$ cat src/verilog/glue_pkg.sv
package glue_pkg;

	// sequencer state, bit order {a, b, c}; gray along the access path
	typedef enum logic [2:0]
	{
		SEQ_IDLE = 3'h6,  // a1 b1 c0, held while the address strobe is off
		SEQ_T1   = 3'h2,
		SEQ_T2   = 3'h0,
		SEQ_T3   = 3'h1,
		SEQ_T4   = 3'h3,
		SEQ_T5   = 3'h7,
		SEQ_T6   = 3'h5,
		SEQ_T7   = 3'h4
	} seq_state_t;

	// processor and peripheral pins after synchronisation, active high
	typedef struct packed
	{
		logic       address_strobe;
		logic       lower_byte_strobe;
		logic       read_not_write;
		logic       wait_count_select;
		logic       ack;
		logic [2:0] cpu_function_code;
	} cpu_pins_t;

	// strobes towards the peripheral and the processor, active high
	typedef struct packed
	{
		logic rd;
		logic wr;
		logic dtack;
	} strobes_t;

	localparam int unsigned PIN_W         = 8;
	localparam int unsigned SYNC_STAGES   = 2;

	// bit positions inside the state word
	localparam int unsigned STATE_BIT_A   = 2;
	localparam int unsigned STATE_BIT_B   = 1;
	localparam int unsigned STATE_BIT_C   = 0;

	// function code seen during interrupt acknowledge
	localparam logic [2:0]  FC_IRQ_ACK    = 3'h7;

	// wait states inserted per access kind
	localparam logic [3:0]  WAITS_SHORT   = 4'h1;
	localparam logic [3:0]  WAITS_LONG    = 4'h2;
	localparam logic [3:0]  WAITS_IRQ_ACK = 4'h4;

	// strobe cycles before the first wait state counts
	localparam logic [3:0]  DTACK_BASE    = 4'h2;
	localparam logic [3:0]  CNT_MAX       = 4'hf;

	localparam cpu_pins_t   PINS_RESET    = '0;
	localparam strobes_t    STROBES_RESET = '0;

endpackage : glue_pkg

$ cat src/verilog/pin_sync.sv
`timescale 1ns/1ns
module pin_sync
	import glue_pkg::*;
(
	// clock, reset, enable
	input  wire logic             clk_sys_i,
	input  wire logic             sys_rst_i,
	input  wire logic             ce_i,
	// asynchronous pins and their synchronised copies
	input  wire logic [PIN_W-1:0] async_i,
	output logic      [PIN_W-1:0] sync_o
);

	logic [PIN_W-1:0] meta;
	logic [PIN_W-1:0] next_meta;
	logic [PIN_W-1:0] stable;
	logic [PIN_W-1:0] next_stable;

	// two flops per pin; meta feeds only the second stage
	genvar gi;
	generate
		for (gi = 0; gi < PIN_W; gi++)
		begin : g_bit
			always_comb
			begin
				next_meta[gi]   = ce_i ? async_i[gi] : meta[gi];
				next_stable[gi] = ce_i ? meta[gi] : stable[gi];
			end
		end
	endgenerate

	always_ff @(posedge clk_sys_i)
	begin
		if (sys_rst_i)
		begin
			meta   <= '0;
			stable <= '0;
		end
		else
		begin
			meta   <= next_meta;
			stable <= next_stable;
		end
	end

	assign sync_o = stable;

endmodule : pin_sync

$ cat src/verilog/cpu_peripheral_wait_state_glue.sv
// Behaviour
// - During interrupt acknowledge the peripheral read strobe is driven so the peripheral puts its vector on the data bus.
// - Ordinary accesses get one wait state with the select high and two with it low.
// - Interrupt acknowledge cycles are stretched by four wait states regardless of the select.
// - In acknowledge the read strobe follows the sequencer, and follows the byte strobe only while ack is also active.
// - The asserting edge of the read strobe is delayed so peripheral select settles first.
// - A delayed byte strobe is registered each clock and ordinary reads strobe on the byte strobe only while live and delayed copies are both active.
// - Read also strobes in state a0 b0 c1 with select high outside acknowledge, in a1 b0 during acknowledge, and whenever ack and byte strobe are both active.
// - State bit a sets on a and not b, on b and c, or with the address strobe off.
// - State bit b sets on a and not c, on c and not a, or with the address strobe off.
// - State bit c sets only with the address strobe on, and then on not a and not b, or on b and c.
`timescale 1ns/1ns
module cpu_peripheral_wait_state_glue
	import glue_pkg::*;
(
	// clock, reset, enable
	input  wire logic       clk_sys_i,
	input  wire logic       sys_rst_i,
	input  wire logic       ce_i,
	// processor bus pins, active low strobes
	input  wire logic       address_strobe_n_i,
	input  wire logic       lower_byte_strobe_n_i,
	input  wire logic       read_not_write_i,
	input  wire logic [2:0] cpu_function_code_i,
	// wait count select pin, high gives one wait state outside interrupt acknowledge
	input  wire logic       wait_count_select_i,
	// external acknowledge, active low
	input  wire logic       ack_n_i,
	// peripheral strobes, active low
	output logic            peripheral_rd_n_o,
	output logic            peripheral_wr_n_o,
	// transfer acknowledge back to the processor, active low
	output logic            dtack_n_o,
	// acknowledge cycle in progress, active high
	output logic            irq_acknowledge_cycle_o,
	// sequencer state for observation
	output logic [2:0]      seq_state_o
);

	// synchronised pin copies
	logic [PIN_W-1:0] raw_pins;
	logic [PIN_W-1:0] sync_pins;
	cpu_pins_t        pins;

	// sequencer
	seq_state_t       state;
	seq_state_t       next_state;
	logic             delayed_byte_strobe;
	logic             next_delayed_byte_strobe;

	// wait counter
	logic [3:0]       wait_cnt;
	logic [3:0]       next_wait_cnt;
	logic [3:0]       waits_needed;

	// decoded cycle and strobes
	logic             irq_acknowledge_cycle;
	logic             next_irq_ack;
	logic             irq_ack;
	strobes_t         strobes;
	strobes_t         next_strobes;

	logic             st_a;
	logic             st_b;
	logic             st_c;

	// wait states for the current access kind
	function automatic logic [3:0] wait_states(input logic in_ack,
		input logic select_short);
		logic [3:0] n;
		n = WAITS_LONG;
		case ({in_ack, select_short})
			2'h0:    n = WAITS_LONG;   // select low: two waits
			2'h1:    n = WAITS_SHORT;  // select high: one wait
			2'h2:    n = WAITS_IRQ_ACK;
			2'h3:    n = WAITS_IRQ_ACK;
			default: n = WAITS_LONG;
		endcase
		return n;
	endfunction : wait_states

	// all strobes are inverted here so logic below works active high
	assign raw_pins = {~address_strobe_n_i,
		~lower_byte_strobe_n_i,
		read_not_write_i,
		wait_count_select_i,
		~ack_n_i,
		cpu_function_code_i};

	// pins come from the processor clock domain's far side: resync
	pin_sync u_pin_sync
	(
		.clk_sys_i (clk_sys_i),
		.sys_rst_i (sys_rst_i),
		.ce_i      (ce_i),
		.async_i   (raw_pins),
		.sync_o    (sync_pins)
	);

	assign pins = cpu_pins_t'(sync_pins);

	assign st_a = state[STATE_BIT_A];
	assign st_b = state[STATE_BIT_B];
	assign st_c = state[STATE_BIT_C];

	// acknowledge decode; gated by the strobe to avoid status glitches
	always_comb
	begin
		irq_acknowledge_cycle = pins.address_strobe &&
			(pins.cpu_function_code == FC_IRQ_ACK);
	end

	// sequencer next state and delayed byte strobe
	always_comb
	begin
		logic na;
		logic nb;
		logic nc;
		na = 1'b0;
		nb = 1'b0;
		nc = 1'b0;
		na = (st_a && !st_b) || (st_b && st_c) ||
			!pins.address_strobe;
		nb = (st_a && !st_c) || (!st_a && st_c) ||
			!pins.address_strobe;
		nc = pins.address_strobe &&
			((!st_a && !st_b) || (st_b && st_c));
		next_state = seq_state_t'({na, nb, nc});
		// strobe off forces the copy clear, matching idle
		next_delayed_byte_strobe = pins.lower_byte_strobe &&
			pins.address_strobe;
		if (!ce_i)
		begin
			next_state               = state;
			next_delayed_byte_strobe = delayed_byte_strobe;
		end
	end

	always_ff @(posedge clk_sys_i)
	begin
		if (sys_rst_i)
		begin
			state               <= SEQ_IDLE;
			delayed_byte_strobe <= 1'b0;
		end
		else
		begin
			state               <= next_state;
			delayed_byte_strobe <= next_delayed_byte_strobe;
		end
	end

	// wait count: cycles of the current address strobe, saturating
	always_comb
	begin
		waits_needed  = wait_states(irq_acknowledge_cycle,
			pins.wait_count_select);
		next_wait_cnt = wait_cnt;
		if (ce_i)
		begin
			if (!pins.address_strobe)
				next_wait_cnt = 4'h0;
			else if (wait_cnt != CNT_MAX)
				next_wait_cnt = wait_cnt + 4'h1;
		end
	end

	always_ff @(posedge clk_sys_i)
	begin
		if (sys_rst_i)
			wait_cnt <= 4'h0;
		else
			wait_cnt <= next_wait_cnt;
	end

	// strobe decode; outputs registered so pins are glitch free
	always_comb
	begin
		logic rd_byte;
		logic rd_short;
		logic rd_ack;
		logic rd_ext;
		rd_byte  = 1'b0;
		rd_short = 1'b0;
		rd_ack   = 1'b0;
		rd_ext   = 1'b0;
		// needing both copies delays the asserting edge by one clock
		rd_byte  = pins.lower_byte_strobe && delayed_byte_strobe &&
			pins.read_not_write && !irq_acknowledge_cycle;
		rd_short = !irq_acknowledge_cycle && !st_a && !st_b && st_c &&
			pins.wait_count_select;
		// acknowledge read ignores the byte strobe entirely
		rd_ack   = irq_acknowledge_cycle && st_a && !st_b;
		rd_ext   = pins.ack && pins.lower_byte_strobe;
		next_strobes.rd    = rd_byte || rd_short || rd_ack || rd_ext;
		next_strobes.wr    = pins.lower_byte_strobe && delayed_byte_strobe &&
			!pins.read_not_write && !irq_acknowledge_cycle;
		next_strobes.dtack = pins.address_strobe &&
			(wait_cnt >= (DTACK_BASE + waits_needed));
		next_irq_ack       = irq_acknowledge_cycle;
		if (!ce_i)
		begin
			next_strobes = strobes;
			next_irq_ack = irq_ack;
		end
	end

	always_ff @(posedge clk_sys_i)
	begin
		if (sys_rst_i)
		begin
			strobes <= STROBES_RESET;
			irq_ack <= 1'b0;
		end
		else
		begin
			strobes <= next_strobes;
			irq_ack <= next_irq_ack;
		end
	end

	// pins are active low, strobes held active high internally
	assign peripheral_rd_n_o       = ~strobes.rd;
	assign peripheral_wr_n_o       = ~strobes.wr;
	assign dtack_n_o               = ~strobes.dtack;
	assign irq_acknowledge_cycle_o = irq_ack;
	assign seq_state_o             = state;

endmodule : cpu_peripheral_wait_state_glue

$ cat config.mk
export PLATFORM = sky130hd
export DESIGN_NAME = cpu_peripheral_wait_state_glue
export DESIGN_NICKNAME = d
export VERILOG_FILES = /design/src/verilog/glue_pkg.sv /design/src/verilog/pin_sync.sv /design/src/verilog/cpu_peripheral_wait_state_glue.sv
export SDC_FILE = /design/constraint.sdc
export NUM_CORES = 1
export LEC_CHECK = 0
export ABC_AREA = 0
export BUFFER_PORTS_ARGS = -buffer_cell sky130_fd_sc_hd__buf_2
export CAP_MARGIN = 10
export CORE_UTILIZATION = 45
export DETAILED_ROUTE_END_ITERATION = 6
export PLACE_DENSITY = 0.68
export SLEW_MARGIN = 10
export SYNTH_ARGS = -nofsm -noshare
export SYNTH_HDL_FRONTEND = slang
export SYNTH_HIERARCHICAL = 1
export SYNTH_SLANG_ARGS = --single-unit
$ cat constraint.sdc
create_clock -name clk_sys_i -period 1.4 [get_ports clk_sys_i]
set_clock_uncertainty 0.15 [all_clocks]
set_input_delay 0.28 -clock clk_sys_i [delete_from_list [all_inputs] [get_ports clk_sys_i]]
set_output_delay 0.28 -clock clk_sys_i [all_outputs]
set_load 0.05 [all_outputs]
==> results.md, run 1 <==
* Total core area at 0.00257 mm2
* Post-synthesis cell area at 0.00127 mm2
* # diodes at 0
* Period utilisation layout at 1.07
* CTS Buf Count at 3
* Final core occ at 0.623
* Post-route insts no fill at 192
* Failing checks: setup timing
* Worst reg2reg setup slack at -0.1 ns
* DRC violations left at 0
* Die width at 55.2 um
* Number of cells after detailed placement at 188
* Final number of setup-violating endpoints at 1
* Clk buf depth at 2
* CP Data Arrival Time at 1.63 ns
* WP data required at 1.53 ns
* Via density per instance at 5.18
* DRT Pass-1 Iters at 4
* DR vias at 994
* Antenna violations before repair at 0
* IO Pins at 18
* Worst-path clk slew at 0.16 ns
* Reg area at 578 um2
* Min-Delay Path Class: in -> reg
* Fin. max-slew vios at 0
* Final net count at 179
* Post-Syn Nets at 155
* Starting Density at 0.496
* Design Power at 1.51 mW
* CP Launch Type: flop
* Area taken by multi-input logic gates at 686 um2
* Post-layout worst setup margin at -0.0961 ns
* Vias in the first global route at 900
* WHS Endpoint: u_pin_sync/meta[5]
* Min Hold Slack at 0.0236 ns
* Remaining antenna violation count after routing at 0
* Unique masters post-synth at 32
* Setup Crit Path Kind: reg -> reg
* Status: finished, violations left
* CTS tree: built
* Root Buffer: clkbuf_4
* Tmin final at 1.50 ns
* Dominant cells by area after synthesis: dfxtp_1, mux2i_1, nor2_1
* Final hold violations at 0
* FF-to-FF Start: u_pin_sync/sync_o[1]
* First-pass GRT wire length at 3.74 mm
* Clk Latency, worst-skew pair at 0.33 ns
* # hold bufs at CTS at 0
* IO buf count at 17
* RePlAce Congestion at 0.699
* WL/cell at 12.2 um
* Synth area leader: dfxtp_1
* Hold_sp: read_not_write_i
* Reg2reg end: strobes[0]
* Post-DP HPWL at 1.64 mm
* CP endpoint kind: flop
* Final TNS setup at -0.0961 ns
* R2R cell count at 7
* Clock sink total at 28
* Setup Buffers After CTS at 0
* Die Y-Extent at 55.2 um
* Routed Wire Length at 2.34 mm
* Syn-to-layout area delta at 25.7%
* Tot GR Track Use at 0.171
* GRT overflow at 0
* Max-Cap Viols at 0
* Syn avg cell area at 9.15 um2
* Register area share after synthesis at 0.441
* Pleak at 0.667 nW
* H-Tree Depth at 1
* Die area at 0.00304 mm2
* Synth warn at 6
* Pwr Density at 945 mW/mm2
* Fill count at 233
* Synth top area share at 0.441
* RSZ-0062 raised after global routing: true
* Post-synthesis sequential element count at 28
* Cells after synthesis at 139
* Initial drt markers at 18
* Fmax at 668 MHz
* Rows at 18
* Peak supply drop at 0.814 mV
* Largest net degree at the start of global routing at 20
* Share of post-route cells with drive strength above 1 at 0.309
* Hold Path Depth at 3
* Critical Path Fanout Max at 3
[worst max path at each step]
stage | start | to | cells after the start
after floorplan | u_pin_sync/sync_o[1] | strobes[0] | 7
after global placement | u_pin_sync/sync_o[1] | strobes[0] | 7
after detailed placement | u_pin_sync/sync_o[1] | strobes[0] | 7
after CTS | u_pin_sync/sync_o[1] | strobes[0] | 7
after global routing | u_pin_sync/sync_o[1] | strobes[0] | 7
final | u_pin_sync/sync_o[1] | strobes[0] | 7
[stage by stage]
step	setup WS (ns)	area (um2)
2_1_floorplan	-0.0705	1280
3_3_place_gp	-0.100	1440
3_5_place_dp	-0.127	1440
4_1_cts	-0.113	1550
5_1_grt	-0.210	1600
6_report	-0.0961	1600
[cells in the mapped netlist]
cell	number
o21a_1	1
o22ai_1	2
o21ai_1	1
nand2b_1	3
inv_1	8
nand3_1	6
nor2_1	20
o21bai_1	1
buf_6	1
a211oi_1	2
buf_1	1
and3_1	2
a21oi_1	8
and4_1	1
nor3b_1	1
nand2_1	8
a21o_1	1
nand4b_1	2
nor3_1	1
buf_12	1
o21ai_0	2
ha_1	5
nor2b_1	2
and2_1	1
dfxtp_1	28
conb_1	1
mux2i_1	17
nand4_1	4
xor2_1	2
a311oi_2	1
buf_2	4
clkbuf_1	1
[report_power, final]
group / leakage [nW] / switching [mW] / internal, mW
combinational: 0.407 / 0.0742 / 0.0701
clock: 0.0279 / 0.244 / 0.289
sequential: 0.232 / 0.0152 / 0.818
total: 0.667 / 0.333 / 1.18
[logic make-up after synthesis]
kind of cell             share of synthesized area
AND/OR/NAND/NOR                              0.196
adder cells (fa/ha/maj)                     0.0492
other                                      0.00295
XOR/XNOR                                    0.0138
buffers and inverters                       0.0698
AO/OA/AOI/OAI                               0.0944
flip-flops                                   0.441
multiplexers                                 0.134
[timing repair]
item,in CTS,in global routing
endpoints found under the setup margin,7,9
pin swaps,0,2
gates resized for setup,11,15
[worst max-delay path: stages (launching register included)]
cell	delay [ns]
dfxtp_2	0.37
nand4_1	0.12
and2_4	0.18
ha_4	0.26
nand2_2	0.04
o21ai_1	0.11
nand4_1	0.10
a21oi_1	0.11
[state kept, by name, indices dropped and copies added (netlist names)]
register	count
delayed_byte_strobe	1
irq_acknowledge_cycle_o	1
wait_cnt	4
u_pin_sync/sync_o	8
strobes	3
u_pin_sync/meta	8
seq_state_o	3
[area by class of cell]
cell class / instances / area share
well taps: 30 / 0.0235
clock buffers: 3 / 0.0141
inverters: 8 / 0.0188
repair buffers: 27 / 0.135
multi-input cells: 95 / 0.429
flip-flops and latches: 28 / 0.362
clock inverters: 1 / 0.0188
[placed cells by master, fill, tap and decap left out, drive strengths merged, types with 2 or more instances in the layout]
cell type  count
nand4          4
mux2i         17
dfxtp         28
and3           2
buf           26
inv            8
clkbuf         4
o22ai          2
o21ai          3
nor2          20
nand4b         2
nand2          8
ha             5
a211oi         2
nand2b         3
xor2           2
nand3          6
a21oi          8
nor2b          2
[per-layer routing]
metal,track usage,part of all wire
met1,0.220,0.49
met2,0.285,0.48
met3,0.0246,0.026
met4,0.0708,0.0043
met5,0,0
No activity file was read; power rests on OpenSTA's default activity.
==> run 2: changes to the inputs <==
Settings changed: PLACE_DENSITY 0.68 to unset, PLACE_DENSITY_LB_ADDON set to 0.15.
==> results.md, run 2 (synthesis gave the netlist of run 1 again) <==
* Die Y-Extent at 55.2 um (unchanged)
* Crit-path cells: nand4_1 -> and2_4 -> ha_4 -> a21oi_2 -> o21ai_2 -> nand4_1 -> a21oi_1
* First-pass GRT wire length at 4.06 mm (+8.7%)
* Routed Wire Length at 2.44 mm (+4.3%)
* GRT overflow at 0 (unchanged)
* Commonest non-fill, non-tap cell in the layout: nor2_1
* RSZ-0062 raised after global routing: true
* Critical Path Fanout Max at 3 (unchanged)
* Fmax at 662 MHz (-0.98%)
* IO buf count at 17 (unchanged)
* CP endpoint kind: flop
* Share of post-route cells with drive strength above 1 at 0.339 (+0.0308)
* Final TNS setup at -0.114 ns (-0.0180 ns)
* Post-layout worst setup margin at -0.111 ns (-0.0149 ns)
* Vias in the first global route at 941 (+4.6%)
* Clock sink total at 28 (unchanged)
* Total core area at 0.00257 mm2 (unchanged)
* Post-DP HPWL at 1.65 mm (+1.1%)
* Tot GR Track Use at 0.189 (+0.0177)
* CTS Buf Count at 3 (unchanged)
* Post-route cell area at 0.00160 mm2 (+0.31%)
* DRC violations left at 0 (unchanged)
* Syn-to-layout area delta at 26.1%
* # diodes at 0 (unchanged)
* Critical path buffers and inverters at 0 (unchanged)
* Die width at 55.2 um (unchanged)
* Reg area at 578 um2 (unchanged)
* Fin. max-slew vios at 0 (unchanged)
* Via density per instance at 5.18 (+0.15%)
* DRT Pass-1 Iters at 5 (+1)
* CTS tree: built
* Root Buffer: clkbuf_4
* CP Data Arrival Time at 1.57 ns (-0.06 ns)
* Post-Place Setup Slack at -0.136 ns (-0.00862 ns)
* Number of cells after detailed placement at 187 (-0.53%)
* Largest delay share family, worst path: simple AND/OR/NAND/NOR gates
* Min Hold Slack at 0.0289 ns (+0.00533 ns)
* Min-Delay Path Class: in -> reg
* Design Power at 1.36 mW (-9.7%)
* DR vias at 1011 (+1.7%)
* Peak supply drop at 0.808 mV (-0.82%)
* Final number of setup-violating endpoints at 2 (+1)
* Clk Latency, worst-skew pair at 0.32 ns (about the same)
* RePlAce Congestion at 0.724 (+3.5%)
* Pleak at 0.673 nW (+0.96%)
* Area after DPL at 0.00142 mm2 (-1.4%)
* WP data required at 1.46 ns (-0.07 ns)
* Rows at 18 (unchanged)
* Final core occ at 0.625 (+0.00195)
* # hold bufs at CTS at 0 (unchanged)
* Most used cell, CP: nand4_1
* Pwr Density at 850 mW/mm2 (-10%)
* Most frequent cells in the layout: nor2_1, dfxtp_1, mux2i_1, buf_4, buf_2
* Max-Cap Viols at 0 (unchanged)
* Tmin final at 1.51 ns (+0.0149 ns)
* Area taken by multi-input logic gates at 698 um2 (+1.8%)
* Final hold violations at 0 (unchanged)
* Setup Crit Path Kind: reg -> reg
* Largest net degree at the start of global routing at 29 (+45%)
* Failing checks: setup timing
* Crit-path slowest cell: dfxtp_2
* Post-route insts no fill at 195 (+1.6%)
* CP Launch Type: flop
* Starting Density at 0.496 (unchanged)
* Fill count at 239 (+2.6%)
* Worst-path clk slew at 0.15 ns (about the same)
* Antenna violations before repair at 0 (unchanged)
* Final net count at 182 (+1.7%)
* Initial drt markers at 5 (-13)
* WL/cell at 12.5 um (+2.7%)
* Crit-path max cell delay at 0.37 ns (about the same)
* H-Tree Depth at 1 (unchanged)
* Period utilisation layout at 1.08 (+0.0106)
* Remaining antenna violation count after routing at 0 (unchanged)
* IO Pins at 18 (unchanged)
* Clk buf depth at 2 (unchanged)
* Die area at 0.00304 mm2 (unchanged)
* Status: finished, violations left
run 2: cell count changes in the layout (fill, tap and decap cells not counted), sizes merged:
cell	change
bufinv	-1
buf	+3
clkbuf	+1
run 2: worst reg2reg max path, stage by stage (launching register included):
cell,delay (ns)
dfxtp_2,0.37
nand4_1,0.12
and2_4,0.18
ha_4,0.24
a21oi_2,0.14
o21ai_2,0.06
nand4_1,0.08
a21oi_1,0.06
run 2: cell type report:
type / instances / share of cell area
Clock buffer: 4 / 0.0226
Tap cell: 30 / 0.0234
Multi-Input combinational cell: 95 / 0.435
Timing Repair Buffer: 30 / 0.140
Inverter: 8 / 0.0187
Sequential cell: 28 / 0.360
run 2: timing repair:
action	in CTS	in global routing
endpoints found under the setup margin	7	11
pin swaps	2	1
gates resized for setup	9	21
setup buffers	2	2
run 2: worst paths after layout:
check	depth (start not counted)	to	slack [ns]	start
max	7	strobes[0]	-0.11	u_pin_sync/sync_o[7]
min	3	u_pin_sync/meta[0]	0.03	cpu_function_code_i[0]
max reg2reg	7	strobes[0]	-0.11	u_pin_sync/sync_o[7]
min reg2reg	2	delayed_byte_strobe	0.35	delayed_byte_strobe
run 2: routing by layer:
metal	GRT usage	up-vias	wire length (um)
met3	0.0328	4	63
met4	0.0750	0	23
met5	0	-	0
met1	0.233	462	1200
met2	0.323	17	1150
li1	-	528	-
run 2: where the power goes:
part / switching (mW) / leakage, nW / internal, mW
clock network: 0.229 / 0.0210 / 0.159
logic: 0.0753 / 0.420 / 0.0671
registers: 0.0153 / 0.232 / 0.818
total: 0.319 / 0.673 / 1.04
